**src/mst_map.svh**
```systemverilog
`ifndef MST_MAP_SVH
`define MST_MAP_SVH
// =====================================================
// register offsets on the serial control port
`define MST_A_ALIGN  13'h100
`define MST_A_FD     13'h104
`define MST_A_COARSE 13'h105
`define MST_A_FHI_L  13'h106
`define MST_A_FHI_H  13'h107
`define MST_A_FLO_L  13'h108
`define MST_A_FLO_H  13'h109
`define MST_A_DCA_L  13'h10D
`define MST_A_DCA_H  13'h10E
`define MST_A_DCB_L  13'h10F
`define MST_A_DCB_H  13'h110
`define MST_A_MSP    13'h111
`define MST_A_CFG    13'h112
`define MST_A_PER0   13'h113
`define MST_A_PER1   13'h114
`define MST_A_PER2   13'h115
`define MST_A_RESA0  13'h116
`define MST_A_RESA1  13'h117
`define MST_A_RESA2  13'h118
`define MST_A_RESB0  13'h119
`define MST_A_RESB1  13'h11A
`define MST_A_RESB2  13'h11B
// =====================================================
// field positions, reset values, counts
`define MST_B_MASTER 0
`define MST_B_DIV    1
`define MST_B_ONCE   2
`define MST_B_MON    7
`define MST_RST_MSP  7'h04
`define MST_PER_RST  24'h000080
`define MST_PER_MIN  24'h000080
`define MST_CMD_LAST 4'hF
`define MST_DAT_LAST 4'h7
`endif

```
**src/mst_pkg.sv**
```systemverilog
`default_nettype none
// =====================================================
// shared types
package mst_pkg;
  // result source chosen by the monitor mode field
  typedef enum logic [1:0] {SRC_POWER, SRC_PEAK, SRC_THRESH} mst_src_t;
  // serial port transfer phase
  typedef enum logic [1:0] {PH_IDLE, PH_CMD, PH_DATA, PH_DONE} mst_ph_t;

  // serial port engine state
  typedef struct packed {
    logic        sclk_m1, sclk_m2, sclk_d;
    logic        cs_m1, cs_m2;
    logic        din_m1, din_m2;
    mst_ph_t     phase;
    logic [3:0]  bitcnt;
    logic [15:0] sh_in;
    logic        rw;
    logic [12:0] addr;
    logic        rd, rd_q, wr;
    logic [7:0]  wdata;
    logic [7:0]  sh_out;
    logic        dout, oe;
  } mst_spi_st_t;

  // register bank state
  typedef struct packed {
    logic        sync_m1, sync_m2, sync_d;
    logic        al_master, al_div, al_once, al_mon;
    logic        fd_en;
    logic [2:0]  fd_mode;
    logic [2:0]  coarse;
    logic [12:0] fhi, flo;
    logic [6:0]  msp;
    logic        cpx, ms;
    logic [1:0]  mode;
    logic        mon_en;
    logic [23:0] period, per_eff;
    logic [2:0]  divcnt;
    logic        tick, to_mon, to_div, phase;
    logic        crs_a, fhi_a, flo_a, crs_b, fhi_b, flo_b;
    logic [3:0]  fd_out, fd_oe;
    mst_src_t    src;
  } mst_top_st_t;
endpackage
`default_nettype wire

```
**src/mst_bus_if.sv**
```systemverilog
`default_nettype none
// =====================================================
// register access between serial engine and bank
interface mst_bus_if;
  logic [12:0] addr;   // register offset
  logic [7:0]  wdata;  // write byte
  logic        wr;     // one-cycle write strobe
  logic [7:0]  rdata;  // read byte for addr
  modport eng  (output addr, output wdata, output wr, input rdata);
  modport bank (input addr, input wdata, input wr, output rdata);
endinterface
`default_nettype wire

```
**src/mst_regs.sv**
```systemverilog
// Contract
// no alignment pulse without master enable
// monitor gets pulses when its enable set
// divider gets pulses when its enable set
// single mode: divider takes only first pulse
// single mode clears divider enable itself
// overrange pins driven only when enabled
// interleaved: tristate only when both off
// 3-bit code sets coarse upper level
// fine high flag when magnitude above limit
// fine low flag when magnitude below limit
// fine limits split low byte, high 5 bits
// dc offsets read-only, 14 bits, two bytes
// 20-bit results read-only over three bytes
// shift clock divides by 2, 4, 8
// enables pick fields shifted out serially
// mode field selects result source, rms/ms
// measurement period floor is 128 cycles
// open bits read zero, read-only ignore writes
`default_nettype none
`include "mst_map.svh"
module mst_regs (
  // clock and reset
  input  wire logic        CLK_SYS,
  input  wire logic        RESET,
  // serial control port pins
  input  wire logic        SPI_SCLK,
  input  wire logic        SPI_CS_N,
  input  wire logic        SPI_SDIO_IN,
  output logic             SPI_SDIO_OUT,
  output logic             SPI_SDIO_OE,
  // external alignment pulse and its gated copies
  input  wire logic        SYNC_IN,
  output logic             SYNC_TO_MONITOR,
  output logic             SYNC_TO_DIVIDER,
  // sample magnitudes and channel state
  input  wire logic [12:0] MAG_A,
  input  wire logic [12:0] MAG_B,
  input  wire logic        CHAN_A_OFF,
  input  wire logic        CHAN_B_OFF,
  input  wire logic        INTERLEAVED,
  // fast overrange pins
  output logic [3:0]       FD_OUT,
  output logic [3:0]       FD_OE,
  // monitor results
  input  wire logic [13:0] DC_OFS_A,
  input  wire logic [13:0] DC_OFS_B,
  input  wire logic [19:0] MEAS_A,
  input  wire logic [19:0] MEAS_B,
  input  wire logic        MON_DATA_PENDING,
  // monitor settings
  output logic             MON_ENABLE,
  output logic             MON_COMPLEX,
  output logic             MON_MS_SELECT,
  output logic [1:0]       MON_SOURCE,
  output logic [23:0]      MON_PERIOD,
  // monitor serial port settings
  output logic             MON_PORT_ENABLE,
  output logic             MON_PORT_POWER_EN,
  output logic             MON_PORT_PEAK_EN,
  output logic             MON_PORT_THRESH_EN,
  output logic             MON_SHIFT_TICK
);
  mst_pkg::mst_top_st_t s, n;   // whole bank state and its next value
  mst_bus_if            bus ();  // link to the serial engine
  logic                 sync_edge;
  logic [1:0]           fd_a, fd_b, fd_pair;
  logic [2:0]           div_last;
  logic                 tick_gate;
  logic [7:0]           rdata;

  // =====================================================
  // serial control port engine
  mst_spi_slave u_spi (
    .clk      (CLK_SYS),
    .rst      (RESET),
    .sclk     (SPI_SCLK),
    .cs_n     (SPI_CS_N),
    .sdio_in  (SPI_SDIO_IN),
    .sdio_out (SPI_SDIO_OUT),
    .sdio_oe  (SPI_SDIO_OE),
    .bus      (bus.eng)
  );

  // =====================================================
  // helper terms
  // rising edge after the synchroniser, pin never read raw
  assign sync_edge = s.sync_m2 & ~s.sync_d;

  // per-channel pin pair: mode 0 shows coarse, others fine high
  assign fd_a = {s.flo_a, (s.fd_mode == 3'h0) ? s.crs_a : s.fhi_a};
  assign fd_b = {s.flo_b, (s.fd_mode == 3'h0) ? s.crs_b : s.fhi_b};

  // interleaved pair: alternate channels, repeat the live one
  assign fd_pair = (CHAN_B_OFF || (!CHAN_A_OFF && !s.phase)) ? fd_a : fd_b;

  // shift clock divide: 01 -> 2, 10 -> 4, 11 -> 8
  always_comb begin
    unique case (s.msp[3:2])
      2'b10:   div_last = 3'h3;
      2'b11:   div_last = 3'h7;
      // code 00 is undefined; run it as divide by 2
      default: div_last = 3'h1;
    endcase
  end

  // sleep holds the shift clock low while nothing waits
  assign tick_gate = ~(s.msp[1] & ~MON_DATA_PENDING);

  // =====================================================
  // register read mux, open bits read zero
  always_comb begin
    rdata = 8'h00;
    unique case (bus.addr)
      `MST_A_ALIGN:  rdata = {s.al_mon, 4'h0, s.al_once, s.al_div, s.al_master};
      `MST_A_FD:     rdata = {4'h0, s.fd_mode, s.fd_en};
      `MST_A_COARSE: rdata = {5'h00, s.coarse};
      `MST_A_FHI_L:  rdata = s.fhi[7:0];
      `MST_A_FHI_H:  rdata = {3'h0, s.fhi[12:8]};
      `MST_A_FLO_L:  rdata = s.flo[7:0];
      `MST_A_FLO_H:  rdata = {3'h0, s.flo[12:8]};
      `MST_A_DCA_L:  rdata = DC_OFS_A[7:0];
      `MST_A_DCA_H:  rdata = {2'h0, DC_OFS_A[13:8]};
      `MST_A_DCB_L:  rdata = DC_OFS_B[7:0];
      `MST_A_DCB_H:  rdata = {2'h0, DC_OFS_B[13:8]};
      `MST_A_MSP:    rdata = {1'b0, s.msp};
      `MST_A_CFG:    rdata = {s.cpx, 3'h0, s.ms, s.mode, s.mon_en};
      `MST_A_PER0:   rdata = s.period[7:0];
      `MST_A_PER1:   rdata = s.period[15:8];
      `MST_A_PER2:   rdata = s.period[23:16];
      `MST_A_RESA0:  rdata = MEAS_A[7:0];
      `MST_A_RESA1:  rdata = MEAS_A[15:8];
      `MST_A_RESA2:  rdata = {4'h0, MEAS_A[19:16]};
      `MST_A_RESB0:  rdata = MEAS_B[7:0];
      `MST_A_RESB1:  rdata = MEAS_B[15:8];
      `MST_A_RESB2:  rdata = {4'h0, MEAS_B[19:16]};
      // unmapped offsets read as zero
      default:       rdata = 8'h00;
    endcase
  end
  assign bus.rdata = rdata;

  // =====================================================
  // next state
  always_comb begin
    n = s;
    // alignment pin synchroniser and edge history
    n.sync_m1 = SYNC_IN;
    n.sync_m2 = s.sync_m1;
    n.sync_d  = s.sync_m2;

    // gating of the alignment pulse
    n.to_mon = sync_edge & s.al_master & s.al_mon;
    n.to_div = sync_edge & s.al_master & s.al_div;
    // single mode: first pass drops the divider enable
    if (n.to_div && s.al_once) begin
      n.al_div = 1'b0;
    end

    // threshold flags, one cycle behind the magnitude
    n.crs_a = MAG_A >= {s.coarse, 10'h000};
    n.crs_b = MAG_B >= {s.coarse, 10'h000};
    n.fhi_a = MAG_A > s.fhi;
    n.fhi_b = MAG_B > s.fhi;
    n.flo_a = MAG_A < s.flo;
    n.flo_b = MAG_B < s.flo;

    // overrange pins
    n.phase = ~s.phase;
    if (!s.fd_en) begin
      // disabled: released to high impedance
      n.fd_oe  = 4'h0;
      n.fd_out = 4'h0;
    end else if (INTERLEAVED) begin
      // shared pins stay driven while any channel lives
      n.fd_oe  = {4{~(CHAN_A_OFF & CHAN_B_OFF)}};
      n.fd_out = {fd_pair, fd_pair};
    end else begin
      n.fd_oe  = 4'hF;
      n.fd_out = {fd_b, fd_a};
    end

    // monitor shift clock enable from the divider
    n.tick = 1'b0;
    if (!tick_gate) begin
      n.divcnt = 3'h0;
    end else if (s.divcnt >= div_last) begin
      n.divcnt = 3'h0;
      n.tick   = 1'b1;
    end else begin
      n.divcnt = s.divcnt + 3'h1;
    end

    // result source decode; 10 and 11 both mean threshold
    unique case (s.mode)
      2'b00:   n.src = mst_pkg::SRC_POWER;
      2'b01:   n.src = mst_pkg::SRC_PEAK;
      default: n.src = mst_pkg::SRC_THRESH;
    endcase

    // short windows are stretched to the floor
    n.per_eff = (s.period < `MST_PER_MIN) ? `MST_PER_MIN : s.period;

    // register writes; software beats the self-clear
    if (bus.wr) begin
      unique case (bus.addr)
        `MST_A_ALIGN: begin
          n.al_master = bus.wdata[`MST_B_MASTER];
          n.al_div    = bus.wdata[`MST_B_DIV];
          n.al_once   = bus.wdata[`MST_B_ONCE];
          n.al_mon    = bus.wdata[`MST_B_MON];
        end
        `MST_A_FD: begin
          n.fd_en   = bus.wdata[0];
          n.fd_mode = bus.wdata[3:1];
        end
        `MST_A_COARSE: n.coarse = bus.wdata[2:0];
        `MST_A_FHI_L:  n.fhi[7:0] = bus.wdata;
        `MST_A_FHI_H:  n.fhi[12:8] = bus.wdata[4:0];
        `MST_A_FLO_L:  n.flo[7:0] = bus.wdata;
        `MST_A_FLO_H:  n.flo[12:8] = bus.wdata[4:0];
        `MST_A_MSP:    n.msp = bus.wdata[6:0];
        `MST_A_CFG: begin
          n.cpx    = bus.wdata[7];
          n.ms     = bus.wdata[3];
          n.mode   = bus.wdata[2:1];
          n.mon_en = bus.wdata[0];
        end
        `MST_A_PER0: n.period[7:0] = bus.wdata;
        `MST_A_PER1: n.period[15:8] = bus.wdata;
        `MST_A_PER2: n.period[23:16] = bus.wdata;
        // read-only and unmapped offsets drop the write
        default: ;
      endcase
    end
  end

  // =====================================================
  // state register
  always_ff @(posedge CLK_SYS or posedge RESET) begin
    if (RESET) begin
      s          <= '0;
      s.msp      <= `MST_RST_MSP;
      s.period   <= `MST_PER_RST;
      s.per_eff  <= `MST_PER_MIN;
    end else begin
      s <= n;
    end
  end

  // =====================================================
  // outputs, all straight from the state register
  assign SYNC_TO_MONITOR    = s.to_mon;
  assign SYNC_TO_DIVIDER    = s.to_div;
  assign FD_OUT             = s.fd_out;
  assign FD_OE              = s.fd_oe;
  assign MON_ENABLE         = s.mon_en;
  assign MON_COMPLEX        = s.cpx;
  assign MON_MS_SELECT      = s.ms;
  assign MON_SOURCE         = s.src;
  assign MON_PERIOD         = s.per_eff;
  assign MON_PORT_ENABLE    = s.msp[0];
  assign MON_PORT_THRESH_EN = s.msp[4];
  assign MON_PORT_PEAK_EN   = s.msp[5];
  assign MON_PORT_POWER_EN  = s.msp[6];
  assign MON_SHIFT_TICK     = s.tick;
endmodule // mst_regs
`default_nettype wire

```
**src/mst_spi_slave.sv**
```systemverilog
`default_nettype none
`include "mst_map.svh"
// =====================================================
// serial control port engine: 16-bit command, one byte
module mst_spi_slave (
  // clock and reset
  input  wire logic   clk,
  input  wire logic   rst,
  // port pins, asynchronous to clk
  input  wire logic   sclk,
  input  wire logic   cs_n,
  input  wire logic   sdio_in,
  output logic        sdio_out,
  output logic        sdio_oe,
  // register side
  mst_bus_if.eng      bus
);
  mst_pkg::mst_spi_st_t s, n;
  logic rise, fall;

  // edges seen past the second synchroniser stage only
  assign rise = s.sclk_m2 & ~s.sclk_d;
  assign fall = ~s.sclk_m2 & s.sclk_d;

  // =====================================================
  // next state
  always_comb begin
    n = s;
    n.sclk_m1 = sclk;
    n.sclk_m2 = s.sclk_m1;
    n.sclk_d  = s.sclk_m2;
    n.cs_m1   = cs_n;
    n.cs_m2   = s.cs_m1;
    n.din_m1  = sdio_in;
    n.din_m2  = s.din_m1;
    n.wr      = 1'b0;
    n.rd      = 1'b0;
    n.rd_q    = s.rd;
    // read byte captured one cycle after the fetch
    if (s.rd_q) begin
      n.sh_out = bus.rdata;
    end
    if (s.cs_m2) begin
      // deselect aborts any transfer and frees the pin
      n.phase = mst_pkg::PH_IDLE;
      n.oe    = 1'b0;
    end else begin
      unique case (s.phase)
        mst_pkg::PH_IDLE: begin
          n.phase  = mst_pkg::PH_CMD;
          n.bitcnt = 4'h0;
        end
        mst_pkg::PH_CMD: if (rise) begin
          n.sh_in  = {s.sh_in[14:0], s.din_m2};
          n.bitcnt = s.bitcnt + 4'h1;
          if (s.bitcnt == `MST_CMD_LAST) begin
            n.phase = mst_pkg::PH_DATA;
            n.rw    = n.sh_in[15];
            n.addr  = n.sh_in[12:0];
            n.rd    = n.sh_in[15];
          end
        end
        mst_pkg::PH_DATA: begin
          if (rise) begin
            n.wdata  = {s.wdata[6:0], s.din_m2};
            n.bitcnt = s.bitcnt + 4'h1;
            if (s.bitcnt == `MST_DAT_LAST) begin
              n.phase = mst_pkg::PH_DONE;
              n.wr    = ~s.rw;
            end
          end
          // read data changes on falling edges, msb first
          if (fall && s.rw) begin
            n.dout   = s.sh_out[7];
            n.sh_out = {s.sh_out[6:0], 1'b0};
            n.oe     = 1'b1;
          end
        end
        // further clocks ignored until deselect
        mst_pkg::PH_DONE: n.phase = mst_pkg::PH_DONE;
      endcase
    end
  end

  // =====================================================
  // state register
  always_ff @(posedge clk or posedge rst) begin
    if (rst) begin
      s        <= '0;
      s.cs_m1  <= 1'b1;
      s.cs_m2  <= 1'b1;
    end else begin
      s <= n;
    end
  end

  assign bus.addr  = s.addr;
  assign bus.wdata = s.wdata;
  assign bus.wr    = s.wr;
  assign sdio_out  = s.dout;
  assign sdio_oe   = s.oe;
endmodule // mst_spi_slave
`default_nettype wire

```
**config.mk**
```make
export PLATFORM = sky130hd
export DESIGN_NAME = mst_regs
export DESIGN_NICKNAME = d
export VERILOG_FILES = /design/src/mst_pkg.sv /design/src/mst_bus_if.sv /design/src/mst_regs.sv /design/src/mst_spi_slave.sv
export VERILOG_INCLUDE_DIRS = /design/src
export SDC_FILE = /design/constraint.sdc
export NUM_CORES = 1
export LEC_CHECK = 0
export ABC_CLOCK_PERIOD_IN_PS = 14250
export BUFFER_PORTS_ARGS = -buffer_cell sky130_fd_sc_hd__buf_2
export CORE_ASPECT_RATIO = 0.9
export CORE_MARGIN = 8
export CORE_UTILIZATION = 30
export CTS_CLUSTER_DIAMETER = 120
export CTS_CLUSTER_SIZE = 24
export DETAILED_ROUTE_END_ITERATION = 6
export GPL_TIMING_DRIVEN = 1
export RECOVER_POWER = 25
export SLEW_MARGIN = 15
export SYNTH_ARGS = -nofsm -noshare
export SYNTH_HDL_FRONTEND = slang
export SYNTH_SLANG_ARGS = --single-unit
```
**constraint.sdc**
```tcl
create_clock -name CLK_SYS -period 14.25 [get_ports CLK_SYS]
set_clock_uncertainty 0.1 [all_clocks]
set_input_delay 0.7125 -clock CLK_SYS [delete_from_list [all_inputs] [get_ports CLK_SYS]]
set_output_delay 0.7125 -clock CLK_SYS [all_outputs]
set_load 0.03 [all_outputs]
```
# Word level (Yosys, flattened, before mapping)
# Index checks and enable logic that the tools add are counted.
# op_classes
n_addsub	2
mul	0
n_div	0
n_lt_le_gt_ge	8
n_eq_ne	36
n_shift	0
n_mux	44
bitwise	16
n_reduce_logical	31
# ops
cell	count
13-bit by 9-bit equality test with 1-bit output (second input constant)	22
8-bit case mux with 22 select lines	1
72-bit 2-to-1 mux	1
8-bit 2-to-1 mux	8
37-bit 2-to-1 mux	1
13-bit >= comparator	2
13-bit greater-than comparator	2
13-bit < comparator	2
2-bit AND reduction	13
24-bit by 8-bit < comparator with 1-bit output (second input constant)	1
24-bit 2-to-1 mux	1
19-bit 2-to-1 mux	1
18-bit 2-to-1 mux	1
15-bit 2-to-1 mux	1
5-bit 2-to-1 mux	3
3-bit 2-to-1 mux	4
3-bit by 1-bit inequality test with 1-bit output (second input constant)	4
4-bit case mux with 3 select lines	1
4-bit AND reduction	3
10-bit 2-to-1 mux	1
1-bit 2-to-1 mux	9
9-bit 2-to-1 mux	1
3-bit AND reduction	3
1-bit AND	8
23 further kinds	43
# word_totals
ff_bits	187
latch_bits	0
ramBits	0
romBits	0
in_bits	104
mem_count	0

# Logic depth before layout (Yosys ltp)
# logic_depth
depth_word	8
depth_mapped	9
ltp_nobuf	8

# Cells and area by module
# A second synthesis with hierarchy kept.
# unflattened
hier_cells	933
hier_area_um2	10212.3
# modules_own_cells
mod	instances	cells_per_inst	area_per_inst_um2	seq_area_each_um2
mst_regs	1	729	7489.7	3006.6
mst_spi_slave	1	204	2722.6	1579.0

# Least setup slack after synthesis
# Ideal clock, no wire load.
# synth_path
path_kind	flip-flop to flip-flop
startpoint	register u_spi.s[56] in the netlist's numbering
endpoint	register u_spi.s[35] in the netlist's numbering
setup_time_ps	125
arrival_time_ps	2183
required_time_ps	14025
path_slack_ps	11843
stages_incl_launch_ff	7
n_path_buf	2
synth_period_minus_slack_ps	2407
path_cell_list	dfrtp_1 > inv_1 > ha_1 > clkbuf_1 > nor3b_1 > clkbuf_1 > mux2_2
# synth_between
elab_chain_len	2
# synth_rtl
item	line_no	source
start, declared	mst_spi_slave.sv:18	mst_pkg::mst_spi_st_t s, n;
start signal, assigned	mst_spi_slave.sv:93	s <= n;
2-bit by 1-bit equality test with 1-bit output	mst_spi_slave.sv:48	unique case (s.phase)
3-bit AND reduction (no line)	-	
# Every way passes these cells.
# A chain may end at the register's enable or synchronous reset.

==> results.json <==
{
  "cts_num_sinks": 183,
  "drive_gt1_share_pct": 25.88,
  "mostFrequentLayoutCells": "dfrtp_1, buf_2, ha_1, nand2_1, mux2_2",
  "synth_edf_count": 0,
  "crit_path_cell_trace": "buf_2 > clkinvlp_2 > buf_4",
  "ys_types": 66,
  "io_pins": 150,
  "first_iter_violations": 649,
  "min-delay-start": "u_spi.n[57]",
  "post_cts_buffers": 0,
  "seq_power_share_pct": 49.9,
  "hold_path.class": "reg2reg",
  "switching_share_pct": 26.28,
  "criticalPathCategory": "in2async",
  "numCtsBuffers": 17,
  "dpl.hpwl_mm": 25.14,
  "critPathMaxFanout": 114,
  "finalHoldViolations": 0,
  "muxShareOfSynthArea_pct": 12.64,
  "vdd_ir_drop_max_uv": 74.68,
  "dpl_worst_slack_ps": 10970,
  "grt_pass1_wl_mm": 49.38,
  "cp_data_arrival_time_ps": 4740,
  "avgRoutedWirePerCell_um": 22.39,
  "dieHeight_um": 188.1,
  "yosys-top-cells-area": "dfrtp_1, ha_1, mux2_2, mux2_1, buf_4",
  "drc": 0,
  "tns_ps": 0,
  "min_period_ps": 4392,
  "io_buffers": 149,
  "async_reset_ff_share_pct": 100.0,
  "fin_crit_sh_pct": 30.82,
  "routed_via_density": 5.265,
  "nFillCells": 3249,
  "critPathLaunchType": "input pin",
  "layout.cells.non_filler": 1450,
  "rsz0062_at_grt": "no",
  "switchingPower_uw": 281.6,
  "placedCellCount": 1418,
  "mostFrequentLayoutCell": "dfrtp_1",
  "synth_fa_ha_area_share_pct": 8.240,
  "drv_cap": 1,
  "antenna_found_initial": 3,
  "yosysWarnings": 0,
  "start_util_pct": 30.17,
  "drv_slew": 115,
  "final_antenna_net_count": 0,
  "yosysTopAreaCell": "dfrtp_1",
  "ys.flop_type": "dfrtp_1",
  "synth_area_per_cell_sq_um": 10.61,
  "syn-instance-count": 930,
  "violations": "max-capacitance violations, max-slew violations",
  "r2r-start": "u_spi.bus.addr[2]",
  "multi_input_area_sq_um": 4642,
  "startpoint": "RESET",
  "path_clk_slew_ps": 80,
  "fin_hold_ws_ps": 248.5,
  "grt_overflow_total": 0,
  "end_kind": "async pin",
  "cts_tree": "yes",
  "syn_nets": 1099,
  "first_pass_iters": 6,
  "ys_ff_latch": 183,
  "n_antenna_cell": 0,
  "syn2layout_area_growth_pct": 14.49,
  "synth-seq-area-share_pct": 46.46,
  "p_per_area_nw_per_um2": 94.82,
  "power.internal_uw": 789.9,
  "cts_resized": 0,
  "synth_top_family_by_area": "simple AND/OR/NAND/NOR gates",
  "cp.required_ps": 14600,
  "yosys.area_share.simple_pct": 13.79,
  "setup_viol": 0,
  "comb_power_share_pct": 6.2,
  "grt_usage_pct": 16.52,
  "status": "complete, but fails checks",
  "nets": 1184,
  "vias": 7634,
  "synth_xor_area_share_pct": 0.08874,
  "seqCellArea_sq_um": 4586,
  "timing.fmax_mhz": 227.7,
  "slew-limit-headroom_pct": -238.5,
  "synth_top_area_share_pct": 45.13,
  "grt_max_degree": 115,
  "routabilityCongestion": 0.9556,
  "root_buffer": "clkbuf_16",
  "r2r_slack_ps": 10830,
  "wl_mm": 32.46,
  "grt_pass1_vias": 7774,
  "clockPowerShare_pct": 43.9,
  "cts_buffer_depth": 2,
  "cts_hold_buf": 0,
  "cpPeakStageDelay_ps": 2790,
  "tightest_slew_ps": 5050,
  "fin_ws_ps": 9858,
  "die_w_um": 207.2,
  "p_leak_uw": 0.005289,
  "synth_compound_area_share_pct": 12.22,
  "core_area_sq_um": 32710,
  "fp-row-count": 63,
  "h-tree-depth": 4,
  "syn_area_sq_um": 9869,
  "clock_latency_ps": 440,
  "die_area_sq_um": 38970,
  "slowest_stage": "clkinvlp_2"
}
[metrics by stage]
| step | power [uW] | area [sq um] | util [%] |
|---|---|---|---|
| floorplan | 576.0 | 9869 | - |
| global placement | 610.1 | 10720 | 32.78 |
| detailed placement | 611.9 | 10720 | 32.78 |
| CTS | 1081 | 11310 | 34.56 |
| global route | 1112 | 11300 | 34.54 |
| finish | 1071 | 11300 | 34.54 |
[registers in the layout, indices dropped and copies added, names as in the netlist, 4 cells and up]
signal / count
FD_OUT: 4
MON_PERIOD: 24
s: 75
u_spi.bus.addr: 13
u_spi.bus.wdata: 8
u_spi.n: 5
u_spi.s: 34
[routing by layer]
metal | global-route usage, % | share of wire, % | up-vias
met5 | 0 | 0.11 | -
met4 | 6.648 | 3.2 | 6
met3 | 3.555 | 5.6 | 62
li1 | - | - | 3503
met1 | 21.93 | 45 | 3783
met2 | 25.92 | 46 | 280
[synth_stat cells (7+ instances only)]
cell type,number
dfrtp_1,178
ha_1,65
mux2_2,59
nand2_1,59
inv_1,47
o21ai_0,45
clkbuf_1,43
nor2_1,40
buf_4,34
mux2_1,34
nand3_1,31
a21oi_1,26
a22oi_1,26
nor2b_1,23
mux2i_1,20
a21o_1,19
nor3_1,15
and3_1,12
nand4_1,12
buf_2,10
nand2b_1,10
nor4_1,10
a31oi_1,9
o22ai_1,8
a32oi_1,7
[cell families (layout without fill, tap and decap cells)]
| kind of cell | Yosys count | count (layout) |
|---|---|---|
| mux | 113 | 113 |
| buf+inv | 135 | 233 |
| fa+ha+maj | 65 | 65 |
| simple gates | 251 | 251 |
| xor+xnor | 1 | 1 |
| flops | 183 | 183 |
| compound gates | 182 | 182 |
[worst paths after layout]
| check | to | cells past startpoint |
|---|---|---|
| min in group asynchronous | MON_PERIOD[16] | 2 |
| min reg2reg | u_spi.s[57] | 0 |
| max in group CLK_SYS | s[68] | 4 |
| max | s[95] | 3 |
| max reg2reg | s[68] | 4 |
| min | u_spi.s[57] | 0 |
[power groups by stage]
stage	clock network (uW)	logic, uW	registers [uW]
floorplan	0	34.5	541
CTS	479	67.5	535
detailed placement	0	67.2	545
global placement	0	65.5	545
global route	502	74.1	536
finish	471	66.2	535
[critical path: cells and delay by family]
kind / cells / cell delay (ps)
buffers and inverters: 3 / 3930
[area by class of cell]
type	instances	share of cell area (%)
inverter	47	1.572
timing repair buffer	154	6.932
sequential	183	40.58
multi-input combinational	612	41.08
clock buffer	17	3.765
tap	422	4.673
clock inverter	15	1.395
No activity file was read; power rests on OpenSTA's default activity.
